[src/rtl/tx_pcs_pkg.sv]
// Functional notes
// - byte serializer sends each fabric word as two half-width words in turn
// - bypassed serializer passes 8/10/16/20-bit words through unchanged
// - phase-compensation fifo always sits in the path, never bypassed
// - fabric width 8/10 or 16/20 single, 16/20 or 32/40 double
// - width toward serializer 8/10 single, 16/20 double, either way
// - byte ordering swap only acts with serialization enabled
// - state machine runs in xaui or gige, passes words through in basic and pcie
// - pcie receiver detection: pulse lane in electrical idle, sample reflection
// - force-electrical-idle input idles the buffer, in pcie mode only
// - gige, single width only: every idle ordered set becomes first or second idle set
// - first set K28.5 then D5.6; second set K28.5 then D16.2
// - configuration sets K28.5+D21.5 and K28.5+D2.2 never created or altered
// - each emitted idle set ends with negative running disparity
// - xaui: data passes as data; control 9C becomes K28.4
// - xaui idle 07 gives K28.0/K28.3/K28.5, K28.5 right after terminate
// - K28.0/K28.5 chosen by x^7+x^6+1 sequence, K28.3 with 16..31 idle words between
// - running disparity starts negative; force inputs may override it
// - lock status output reports transmitter pll lock
package tx_pcs_pkg;
   localparam int        SYM_W      = 10;
   localparam int        FIFO_DEPTH = 4;
   localparam int        PTR_W      = 2;
   localparam int        ADDR_W     = 8;
   localparam int        CTRL_W     = 8;

   typedef struct packed {
      logic             k;
      logic [SYM_W-1:0] v;
   } sym_t;
   typedef struct packed { sym_t [3:0] s; } fab_word_t;
   typedef struct packed { sym_t [1:0] s; } pcs_word_t;
   typedef enum logic [1:0] {PROTO_BASIC, PROTO_PCIE, PROTO_XAUI, PROTO_GIGE} proto_t;

   localparam logic [ADDR_W-1:0] CTRL_OFF = 8'h00;
   localparam logic [ADDR_W-1:0] STAT_OFF = 8'h04;
   localparam logic [CTRL_W-1:0] CTRL_RST = 8'h00;
   localparam int        CTRL_PROTO_LSB = 0;
   localparam int        CTRL_DBL_BIT   = 2;
   localparam int        CTRL_SER_BIT   = 3;
   localparam int        CTRL_SYM10_BIT = 4;
   localparam int        CTRL_SWAP_BIT  = 5;
   localparam int        CTRL_FDISP_BIT = 6;
   localparam int        CTRL_DVAL_BIT  = 7;
   localparam int        CTRL_FRST_BIT  = 8;
   localparam int        CTRL_RXDET_BIT = 9;

   localparam logic [7:0] K28_0 = 8'h1C;
   localparam logic [7:0] K28_3 = 8'h7C;
   localparam logic [7:0] K28_4 = 8'h9C;
   localparam logic [7:0] K28_5 = 8'hBC;
   localparam logic [7:0] K27_7 = 8'hFB;
   localparam logic [7:0] K29_7 = 8'hFD;
   localparam logic [7:0] K30_7 = 8'hFE;
   localparam logic [7:0] D5_6  = 8'hC5;
   localparam logic [7:0] D16_2 = 8'h50;
   localparam logic [7:0] D21_5 = 8'hB5;
   localparam logic [7:0] D2_2  = 8'h42;
   localparam logic [7:0] XGMII_IDLE = 8'h07;
   localparam logic [7:0] XGMII_SEQ  = 8'h9C;
   localparam logic [6:0] PRBS_SEED  = 7'h7F;
   localparam logic [4:0] A_CNT_RST  = 5'h10;

   localparam int        CLK_NS          = 25;
   localparam int        RXDET_PULSE_NS  = 100;
   localparam int        RXDET_WAIT_NS   = 1000;
   localparam logic [5:0] RXDET_PULSE_CYC = 6'((RXDET_PULSE_NS + CLK_NS - 1) / CLK_NS);
   localparam logic [5:0] RXDET_WAIT_CYC  = 6'((RXDET_WAIT_NS + CLK_NS - 1) / CLK_NS);
endpackage

[src/rtl/tx_phase_fifo.sv]
`timescale 1ns/1ps
module tx_phase_fifo
   import tx_pcs_pkg::*;
(
   input  wire logic      clk,       // clock
   input  wire logic      rst_n,     // async reset, active low
   input  wire logic      flush,     // pll unlocked: pointers held cleared
   input  wire logic      init_req,  // pointer initialization pulse
   input  wire logic      in_valid,  // fabric word offered
   input  wire fab_word_t in_data,   // fabric word
   output logic           in_ready,  // registered accept
   output logic           init,      // pointers initialized
   output logic           out_valid, // word available
   output fab_word_t      out_data,  // head word
   input  wire logic      out_ready  // head consumed
);
   fab_word_t        mem      [FIFO_DEPTH];
   fab_word_t        next_mem [FIFO_DEPTH];
   logic [PTR_W-1:0] wptr, rptr, next_wptr, next_rptr;
   logic [PTR_W:0]   count, next_count;
   logic             next_init, next_in_ready, push, pop;

   assign out_valid = init & (count != '0);
   assign out_data  = mem[rptr];
   assign push      = in_valid & in_ready;
   assign pop       = out_valid & out_ready;

   always_comb begin
      next_mem   = mem;
      next_wptr  = wptr;
      next_rptr  = rptr;
      next_count = count;
      next_init  = init;
      if (flush) begin
         next_wptr  = '0;
         next_rptr  = '0;
         next_count = '0;
         next_init  = 1'b0;
      end else if (init_req) begin
         next_wptr  = '0;
         next_rptr  = '0;
         next_count = '0;
         next_init  = 1'b1;
      end else begin
         if (push) begin
            next_mem[wptr] = in_data;
            next_wptr      = wptr + 1'b1;
         end
         if (pop)
            next_rptr = rptr + 1'b1;
         next_count = count + (PTR_W+1)'(push) - (PTR_W+1)'(pop);
      end
      next_in_ready = next_init & (next_count != (PTR_W+1)'(FIFO_DEPTH));
   end

   always_ff @(posedge clk or negedge rst_n) begin
      if (!rst_n) begin
         for (int i = 0; i < FIFO_DEPTH; i++)
            mem[i] <= '0;
         wptr     <= '0;
         rptr     <= '0;
         count    <= '0;
         init     <= 1'b0;
         in_ready <= 1'b0;
      end else begin
         mem      <= next_mem;
         wptr     <= next_wptr;
         rptr     <= next_rptr;
         count    <= next_count;
         init     <= next_init;
         in_ready <= next_in_ready;
      end
   end
endmodule

[src/rtl/tx_state_machine.sv]
`timescale 1ns/1ps
module tx_state_machine
   import tx_pcs_pkg::*;
(
   input  wire logic      clk,       // clock
   input  wire logic      rst_n,     // async reset, active low
   input  wire proto_t    proto,     // configured protocol
   input  wire pcs_word_t in_word,   // symbols from the byte serializer
   input  wire logic      in_valid,  // symbols present
   input  wire logic      rd_pos,    // running disparity positive
   output pcs_word_t      out_word,  // symbols toward the encoder
   output logic           out_valid  // out_word valid
);
   logic [6:0] prbs, next_prbs;
   logic [4:0] a_cnt, next_a_cnt;
   logic [1:0] last_term, next_last_term;
   logic       k_seen, k_rd, next_k_seen, next_k_rd;
   pcs_word_t  next_out_word;

   always_comb begin
      logic [7:0] idle_code;
      logic       used;
      idle_code      = K28_0;
      used           = 1'b0;
      next_out_word  = in_word;
      next_prbs      = prbs;
      next_a_cnt     = a_cnt;
      next_last_term = last_term;
      next_k_seen    = k_seen;
      next_k_rd      = k_rd;
      if (in_valid) begin
         unique case (proto)
            PROTO_GIGE: begin
               // configuration sets (K28.5 then D21.5 or D2.2) stay as sent
               if (k_seen && !in_word.s[0].k && in_word.s[0].v[7:0] != D21_5 &&
                   in_word.s[0].v[7:0] != D2_2) begin
                  next_out_word.s[0].v = {2'b00, (k_rd ? D16_2 : D5_6)};
               end
               next_k_seen = in_word.s[0].k && (in_word.s[0].v[7:0] == K28_5);
               if (next_k_seen)
                  next_k_rd = rd_pos;
            end
            PROTO_XAUI: begin
               if (a_cnt == '0)
                  idle_code = K28_3;
               else
                  idle_code = prbs[0] ? K28_5 : K28_0;
               for (int i = 0; i < 2; i++) begin
                  if (in_word.s[i].k) begin
                     unique case (in_word.s[i].v[7:0])
                        XGMII_IDLE: begin
                           next_out_word.s[i].v = {2'b00, (last_term[i] ? K28_5 : idle_code)};
                           used                 = 1'b1;
                        end
                        XGMII_SEQ: next_out_word.s[i].v = {2'b00, K28_4};
                        K27_7, K29_7, K30_7: ;
                        default: next_out_word.s[i].v = {2'b00, K30_7};
                     endcase
                  end
                  next_last_term[i] = in_word.s[i].k && (in_word.s[i].v[7:0] == K29_7);
               end
               if (used) begin
                  next_prbs  = {prbs[5:0], prbs[6] ^ prbs[5]};
                  next_a_cnt = (a_cnt == '0) ? {1'b1, prbs[4:1]} : a_cnt - 1'b1;
               end
            end
            PROTO_BASIC, PROTO_PCIE: ;
         endcase
      end
   end

   always_ff @(posedge clk or negedge rst_n) begin
      if (!rst_n) begin
         prbs      <= PRBS_SEED;
         a_cnt     <= A_CNT_RST;
         last_term <= '0;
         k_seen    <= 1'b0;
         k_rd      <= 1'b0;
         out_word  <= '0;
         out_valid <= 1'b0;
      end else begin
         prbs      <= next_prbs;
         a_cnt     <= next_a_cnt;
         last_term <= next_last_term;
         k_seen    <= next_k_seen;
         k_rd      <= next_k_rd;
         out_word  <= next_out_word;
         out_valid <= in_valid;
      end
   end
endmodule

[src/rtl/serial_tx_pcs_path.sv]
`timescale 1ns/1ps
module serial_tx_pcs_path
   import tx_pcs_pkg::*;
(
   input  wire logic              pclk,             // 40 MHz clock
   input  wire logic              presetn,          // async reset, active low
   input  wire logic [ADDR_W-1:0] paddr,            // apb address
   input  wire logic              psel,             // apb select
   input  wire logic              penable,          // apb enable
   input  wire logic              pwrite,           // apb direction
   input  wire logic [31:0]       pwdata,           // apb write data
   output logic [31:0]            prdata,           // apb read data
   output logic                   pready,           // apb ready
   output logic                   pslverr,          // apb error, unmapped address
   input  wire fab_word_t         tx_word,          // fabric word, slot 0 = symbol A
   input  wire logic              tx_valid,         // fabric word offered
   output logic                   tx_ready,         // fifo accepts word
   input  wire logic              tx_forceelecidle, // fabric electrical idle request
   input  wire logic              pll_locked_pin,   // asynchronous pll lock level
   input  wire logic              rx_reflect_pin,   // asynchronous reflection sense
   input  wire logic              enc_rd_pos,       // encoder disparity positive
   output pcs_word_t              pcs_word,         // symbols toward the encoder
   output logic                   pcs_valid,        // pcs_word valid
   output logic                   tx_elec_idle,     // buffer electrical idle
   output logic                   tx_force_disp,    // disparity force to encoder
   output logic                   tx_disp_val,      // forced disparity value
   output logic                   rxdet_pulse,      // detection pulse onto lane
   output logic                   pll_locked        // filtered lock status
);
   typedef enum {RD_IDLE, RD_PULSE, RD_WAIT} rxdet_state_t;

   // register file
   logic [CTRL_W-1:0] ctrl, next_ctrl;
   logic [31:0]       next_prdata, status;
   logic              next_pready, next_pslverr;
   logic              fifo_rst, next_fifo_rst;
   logic              rxdet_start, next_rxdet_start;
   logic              hit, wr_ctrl;
   logic              apb_access, rd_busy;

   // mode decode
   proto_t            proto;
   logic              dbl, ser_en, sym10, swap;

   // pin synchronisers
   logic [1:0]        sync1, sync2, sync3, level, next_level;

   // serializer
   fab_word_t         cur_word, next_cur_word, fifo_data;
   logic              have_hi, next_have_hi;
   logic              fifo_valid, fifo_ready, fifo_init;
   pcs_word_t         ser_word;
   logic              ser_valid;

   // receiver detection and disparity
   rxdet_state_t      rd_state, next_rd_state;
   logic [5:0]        rd_cnt, next_rd_cnt;
   logic              rx_present, next_rx_present;
   logic              next_elec_idle, next_rxdet_pulse;
   logic              rd_pos, next_rd_pos;

   assign proto  = proto_t'(ctrl[CTRL_PROTO_LSB +: 2]);
   assign dbl    = ctrl[CTRL_DBL_BIT];
   assign ser_en = ctrl[CTRL_SER_BIT];
   assign sym10  = ctrl[CTRL_SYM10_BIT];
   assign swap   = ctrl[CTRL_SWAP_BIT] & ser_en;

   assign rd_busy    = (rd_state != RD_IDLE);
   assign status     = {26'h0,
                        rd_pos,
                        rx_present,
                        rd_busy,
                        fifo_init,
                        level[0],
                        1'b0};
   assign hit        = (paddr == CTRL_OFF) || (paddr == STAT_OFF);
   assign apb_access = psel & penable & pready;
   assign wr_ctrl    = apb_access & pwrite & (paddr == CTRL_OFF);

   // apb slave
   // every setup is answered one cycle later, so no wait states exist
   always_comb begin
      next_pready      = psel & ~penable & ~pready;
      next_prdata      = prdata;
      next_pslverr     = pslverr;
      next_ctrl        = ctrl;
      next_fifo_rst    = 1'b0;
      next_rxdet_start = 1'b0;

      if (psel & ~penable) begin
         next_pslverr = ~hit;
         if (paddr == CTRL_OFF)
            next_prdata = {24'h000000, ctrl};
         else if (paddr == STAT_OFF)
            next_prdata = status;
         else
            next_prdata = 32'h00000000;
      end

      if (wr_ctrl) begin
         next_ctrl        = pwdata[CTRL_W-1:0];
         next_fifo_rst    = pwdata[CTRL_FRST_BIT];
         next_rxdet_start = pwdata[CTRL_RXDET_BIT];
      end
   end

   always_ff @(posedge pclk or negedge presetn) begin
      if (!presetn) begin
         ctrl        <= CTRL_RST;
         prdata      <= 32'h00000000;
         pready      <= 1'b0;
         pslverr     <= 1'b0;
         fifo_rst    <= 1'b0;
         rxdet_start <= 1'b0;
      end else begin
         ctrl        <= next_ctrl;
         prdata      <= next_prdata;
         pready      <= next_pready;
         pslverr     <= next_pslverr;
         fifo_rst    <= next_fifo_rst;
         rxdet_start <= next_rxdet_start;
      end
   end

   // forced disparity goes straight from the control flops
   assign tx_force_disp = ctrl[CTRL_FDISP_BIT];
   assign tx_disp_val   = ctrl[CTRL_DVAL_BIT];

   // pin synchronisers
   // a level only changes when stages two and three agree, so one metastable
   // sample never reaches the fifo flush or the detection result
   always_comb begin
      for (int i = 0; i < 2; i++)
         next_level[i] = (sync2[i] == sync3[i]) ? sync3[i] : level[i];
   end

   always_ff @(posedge pclk or negedge presetn) begin
      if (!presetn) begin
         sync1 <= 2'b00;
         sync2 <= 2'b00;
         sync3 <= 2'b00;
         level <= 2'b00;
      end else begin
         sync1 <= {rx_reflect_pin, pll_locked_pin};
         sync2 <= sync1;
         sync3 <= sync2;
         level <= next_level;
      end
   end

   assign pll_locked = level[0];

   // phase compensation fifo
   // flushed while unlocked; software re-inits the pointers after relock
   tx_phase_fifo u_fifo (
      .clk       (pclk),
      .rst_n     (presetn),
      .flush     (~level[0]),
      .init_req  (fifo_rst),
      .in_valid  (tx_valid),
      .in_data   (tx_word),
      .in_ready  (tx_ready),
      .init      (fifo_init),
      .out_valid (fifo_valid),
      .out_data  (fifo_data),
      .out_ready (fifo_ready)
   );

   // byte serializer
   // half 0 is the lower symbols, half 1 the upper; swap reverses the order
   function automatic pcs_word_t pick_half(input fab_word_t w, input logic h,
                                           input logic d, input logic s10);
      pcs_word_t r;
      r      = '0;
      r.s[0] = d ? w.s[{h, 1'b0}] : w.s[{1'b0, h}];
      if (d)
         r.s[1] = w.s[{h, 1'b1}];
      if (!s10) begin
         r.s[0].v[9:8] = 2'b00;
         r.s[1].v[9:8] = 2'b00;
      end
      return r;
   endfunction

   // the fifo is held off while the second half is still pending
   assign fifo_ready = ~have_hi;

   always_comb begin
      next_cur_word = cur_word;
      next_have_hi  = have_hi;
      ser_word      = '0;
      ser_valid     = 1'b0;

      if (have_hi) begin
         ser_word     = pick_half(cur_word, ~swap, dbl, sym10);
         ser_valid    = 1'b1;
         next_have_hi = 1'b0;
      end else if (fifo_valid) begin
         ser_valid = 1'b1;
         if (ser_en) begin
            ser_word      = pick_half(fifo_data, swap, dbl, sym10);
            next_cur_word = fifo_data;
            next_have_hi  = 1'b1;
         end else begin
            ser_word = pick_half(fifo_data, 1'b0, dbl, sym10);
         end
      end
   end

   always_ff @(posedge pclk or negedge presetn) begin
      if (!presetn) begin
         cur_word <= '0;
         have_hi  <= 1'b0;
      end else begin
         cur_word <= next_cur_word;
         have_hi  <= next_have_hi;
      end
   end

   // protocol state machine
   tx_state_machine u_sm (
      .clk       (pclk),
      .rst_n     (presetn),
      .proto     (proto),
      .in_word   (ser_word),
      .in_valid  (ser_valid),
      .rd_pos    (rd_pos),
      .out_word  (pcs_word),
      .out_valid (pcs_valid)
   );

   // running disparity view
   // forcing wins over the encoder so software can steer the next idle set
   always_comb begin
      next_rd_pos = rd_pos;

      if (ctrl[CTRL_FDISP_BIT])
         next_rd_pos = ctrl[CTRL_DVAL_BIT];
      else if (pcs_valid)
         next_rd_pos = enc_rd_pos;
   end

   always_ff @(posedge pclk or negedge presetn) begin
      if (!presetn)
         rd_pos <= 1'b0;
      else
         rd_pos <= next_rd_pos;
   end

   // receiver detection and electrical idle
   // detection is refused outside pcie so the lane is never pulsed mid-traffic
   always_comb begin
      next_rd_state   = rd_state;
      next_rd_cnt     = rd_cnt;
      next_rx_present = rx_present;

      unique case (rd_state)
         RD_IDLE: begin
            if (rxdet_start && proto == PROTO_PCIE) begin
               next_rd_state = RD_PULSE;
               next_rd_cnt   = RXDET_PULSE_CYC - 1'b1;
            end
         end
         RD_PULSE: begin
            if (rd_cnt == '0) begin
               next_rd_state = RD_WAIT;
               next_rd_cnt   = RXDET_WAIT_CYC - 1'b1;
            end else begin
               next_rd_cnt = rd_cnt - 1'b1;
            end
         end
         RD_WAIT: begin
            if (rd_cnt == '0) begin
               next_rd_state   = RD_IDLE;
               next_rx_present = level[1];
            end else begin
               next_rd_cnt = rd_cnt - 1'b1;
            end
         end
      endcase
      next_rxdet_pulse = (next_rd_state == RD_PULSE);
      next_elec_idle   = (proto == PROTO_PCIE) &&
                         (tx_forceelecidle || next_rd_state != RD_IDLE);
   end

   always_ff @(posedge pclk or negedge presetn) begin
      if (!presetn) begin
         rd_state     <= RD_IDLE;
         rd_cnt       <= 6'h00;
         rx_present   <= 1'b0;
         rxdet_pulse  <= 1'b0;
         tx_elec_idle <= 1'b0;
      end else begin
         rd_state     <= next_rd_state;
         rd_cnt       <= next_rd_cnt;
         rx_present   <= next_rx_present;
         rxdet_pulse  <= next_rxdet_pulse;
         tx_elec_idle <= next_elec_idle;
      end
   end
endmodule

[config.mk]
export PLATFORM = sky130hd
export DESIGN_NAME = serial_tx_pcs_path
export DESIGN_NICKNAME = d
export VERILOG_FILES = /design/src/rtl/tx_pcs_pkg.sv /design/src/rtl/tx_phase_fifo.sv /design/src/rtl/tx_state_machine.sv /design/src/rtl/serial_tx_pcs_path.sv
export SDC_FILE = /design/constraint.sdc
export NUM_CORES = 1
export LEC_CHECK = 0
export BUFFER_PORTS_ARGS = -buffer_cell sky130_fd_sc_hd__buf_4
export CAP_MARGIN = 25
export CORE_MARGIN = 2
export CORE_UTILIZATION = 60
export CTS_CLUSTER_SIZE = 8
export DETAILED_ROUTE_END_ITERATION = 8
export GPL_TIMING_DRIVEN = 0
export PLACE_DENSITY = 0.81
export SETUP_SLACK_MARGIN = 0.5
export SLEW_MARGIN = 20
export SYNTH_ARGS = -nofsm -noshare
export SYNTH_HDL_FRONTEND = slang
export SYNTH_SLANG_ARGS = --single-unit
export TNS_END_PERCENT = 10
[constraint.sdc]
create_clock -name pclk -period 3.47 [get_ports pclk]
set_input_delay 0 -clock pclk [delete_from_list [all_inputs] [get_ports pclk]]
set_output_delay 0 -clock pclk [all_outputs]
set_load 0.02 [all_outputs]
==> results by group <==
Status
  – Outcome: completed

GRT
  – Met2 Use GR: 49.8%
  – Largest net degree at the start of global routing: 78
  – Initial antenna violation count: 3
  – Gr ovfl total: 0
  – Vias in the first global route: 11902
  – Met1 Track Usage GR: between 40% and 50%
  – Met3 usage: 7.64%
  – Gr busiest metal: met2
  – Tot GR Track Use: 30.6%
  – Global-route wire length before repair: roughly 67 mm

Setup path
  – Setup CP Type: reg2reg
  – R2R Path Start: u_fifo.rptr[0]$_DFFE_PN0P_
  – Crit-path most repeated cell: buf_12
  – Slowest-stage cell, CP: dfrtp_1
  – Required time worst endpoint: 3.94 ns
  – CP Max Fanout: 6
  – Worst stage delay on the critical path: 0.40 ns
  – Setup crit start: u_fifo.rptr[0]$_DFFE_PN0P_
  – Worst Setup End Kind: flop
  – Crit path DAT: 3.66 ns
  – CP cell instances: buf_8 > buf_12 > buf_12 > buf_12 > nand2_2 > a211oi_1 > or3_4 > a221oi_4 > nand2_1 > or3_4 > o22ai_4 > buf_6 > mux2_1
  – Startpoint types: flop

Power and ir drop
  – Max VDD drop: around 0.42 mV
  – Power Density: 414 nW/um^2
  – Leakage: 9.82 nW

Cells and area
  – # fillers: 1503
  – Final net count: about 1600
  – Share of cells above drive strength 1: around 42%
  – Non-Filler Instances: 1854
  – Register area: 8490 sq um
  – Synthesis-to-layout area growth: 26.7%
  – Fin area: around 20000 sq um
  – Multi-input logic area: 7580 sq um

Timing
  – Slew margin rel.: 34.6%
  – Minimum clock period: ~3.2 ns
  – Final setup fails: 0
  – Setup tns final: 0 ns
  – Final setup margin: around 0.28 ns
  – Fin. max-slew vios: 0
  – Final Cycle Share: 91.9%
  – Fmax: around 310 MHz
  – Final Skew: about 0.023 ns
  – Final Hold Fails: 0
  – Worst-margin pin slew: 0.967 ns
  – RSZ-0062 raised after global routing: yes

Die
  – Die Y: 168 um
  – Die W: ~170 um
  – Initial core utilization: 60.5%
  – Ports: ~160
  – Die footprint: 28300 sq um
  – Row count: 60
  – Core ar.: roughly 27000 sq um

Routing
  – Initial DRT Pass Iterations: 5
  – DRC viols: 0
  – Vias: 11556
  – Final ANT Viol Nets: 0
  – DR iter-0 viols: between 1000 and 1500
  – Final wirelength: 43.5 mm
  – Avg WL per Cell: 23.5 um
  – Routed vias/inst: between 6 and 7

Yosys
  – FF+latch count, synth: approximately 340
  – Top FF cell, synth: dfrtp_1
  – Synthesis Warnings: 0
  – Post-synth EDFFs: 0
  – Unique masters post-synth: 78
  – Seq/Total Area, Yosys: between 50% and 60%
  – Fraction of registers with async set/reset: 100%
  – Avg Synthesized Cell Area: 13.4 sq um
  – Cells after Synth: 1211
  – Post-synth design cell area: approximately 16000 sq um

Clocking
  – Clock Tree Buf Depth: 3
  – Worst-Skew Late Latency: approximately 0.55 ns
  – CTS HTree Levels: 2
  – Worst-path clk slew: 0.05 ns
  – TritonCTS clock tree: built
  – CTS Buf Count: 48
  – CTS Sinks: 339
  – Root buffer cell: clkbuf_16

Placed design
  – Placement Setup Slack: -0.161 ns
  – Number of cells after detailed placement: 1689
  – I/O Buffers: about 110
  – Routability cong.: 0.889
  – Placed cell area: between 15000 and 20000 sq um
  – Hpwl dp: ~28 mm

Min path
  – Hold Startpoint: paddr[2]
  – Min-delay worst type: in2reg

Run
  – Number of max-cap violations: 0
[cell type report]
| class | instances | share of cell area [%] |
|---|---|---|
| antenna | 2 | 0.0244 |
| buffer | 89 | 3.00 |
| clock buffer | 56 | 6.01 |
| clock inverter | 4 | 0.366 |
| inverter | 18 | 0.330 |
| multi-input combinational | 788 | 37.0 |
| sequential | 339 | 41.5 |
| tap | 341 | 2.08 |
| timing repair buffer | 217 | 9.73 |
[cell usage after synthesis (5+ instances only)]
master	n	area share (%)
a21oi_1	30	0.93
and2_1	36	1.4
buf_1	9	0.21
buf_2	11	0.34
buf_4	30	1.4
buf_6	7	0.49
clkbuf_1	31	0.72
dfrtp_1	331	51
dfstp_2	8	1.3
ha_1	8	0.62
inv_1	18	0.42
mux2_1	5	0.35
mux2_2	254	18
mux2i_1	39	2.4
mux4_2	54	7.5
nand2_1	78	1.8
nand2b_1	7	0.27
nand3_1	17	0.53
nand3b_1	5	0.23
nand4_1	6	0.23
nor2_1	40	0.93
nor2b_1	5	0.19
nor3_1	15	0.46
nor4_1	8	0.31
o21ai_0	21	0.65
o21ai_1	5	0.15
o22ai_1	19	0.73
xnor2_1	9	0.49
xor2_1	5	0.27
[routing by layer]
layer	vias to the layer above	wire length [um]
met5	-	13
met4	2	1480
met3	119	3610
met2	593	21000
met1	5867	17300
li1	4975	-
[state kept, by name (all words and copies together), names as in the netlist, 3 cells and up]
register / count
u_sm.a_cnt: 5
prdata: 8
u_fifo.mem: 176
u_fifo.count: 3
u_sm.prbs: 7
u_sm.out_word: 22
rd_cnt: 6
ctrl: 8
cur_word: 44
rd_state: 32
[critical path: cells and delay by family (launching register included)]
kind | cells | cell delay, ns
and+or+nand+nor | 4 | 1.00
muxes | 1 | 0.32
DFF | 1 | 0.40
AOI/OAI and AO/OA | 3 | 0.64
buffers and inverters | 5 | 0.76
[power breakdown]
group | total, mW | switching (mW) | internal (mW)
clock | 4.19 | 1.65 | 2.54
combinational | 0.319 | 0.173 | 0.146
sequential | 3.98 | 0.00745 | 3.97
[path summary, 6_finish.rpt]
| kind | end | slack (ns) | cells after the start |
|---|---|---|---|
| max in group asynchronous | u_fifo.mem[94]$_DFFE_PN0P_ | 2.23 | 5 |
| max | u_sm.prbs[5]$_DFFE_PN1P_ | 0.28 | 13 |
| min reg2reg | sync2[0]$_DFF_PN0_ | 0.36 | 0 |
| min in group asynchronous | u_sm.prbs[6]$_DFFE_PN1P_ | 0.08 | 2 |
| min | prdata[4]$_DFFE_PN0P_ | 0.02 | 3 |
| max reg2reg | u_sm.prbs[5]$_DFFE_PN1P_ | 0.28 | 13 |
[layout by cell type, fill, tap and decap left out, types with 8 or more instances in the layout]
cell           netlist  routed
ha_1                 8       8
dfrtp_1            331     330
mux2i_1             39      36
mux2_2             254     251
o22ai_2              0      10
clkbuf_1            31      36
dlygate4sd3_1        0      69
buf_6                7      14
conb_1               1      24
mux4_2              54      54
dfstp_2              8       8
nor2_1              40      40
clkbuf_16            0      50
and2_1              36      36
o22ai_1             19       9
buf_4               30     162
a21oi_1             30      28
nor3_1              15      11
o21ai_0             21      19
xnor2_1              9       9
nand2_1             78      75
nand3_1             17      15
inv_1               18      18
[metrics by stage]
step                      total power, mW  hold WS [ns]  util [%]
after floorplan                      4.10        -0.296         -
after CTS                            8.52     0.0000210      74.9
final                                8.48        0.0218      76.7
after global routing                 8.73        0.0613      76.6
after global placement               4.27         0.121      65.5
after detailed placement             4.29       -0.0609      66.0
[repair_timing]
item	CTS	global route
resized for setup	52	59
buffers inserted	9	20
hold endpoints to repair	315	0
pin swaps	6	22
endpoints found under the setup margin	54	90
cloned	2	2
hold buffers	70	0
[cells by family after synthesis]
kind of cell | synth area share [%]
adders and majority gates | 0.866
buffers and inverters | 3.69
other | 0.0232
DFF | 52.5
and+or+nand+nor | 8.22
muxes | 28.3
xor gates and xnor gates | 0.758
AOI/OAI and AO/OA | 5.65
(Power assumes the default switching activity.)
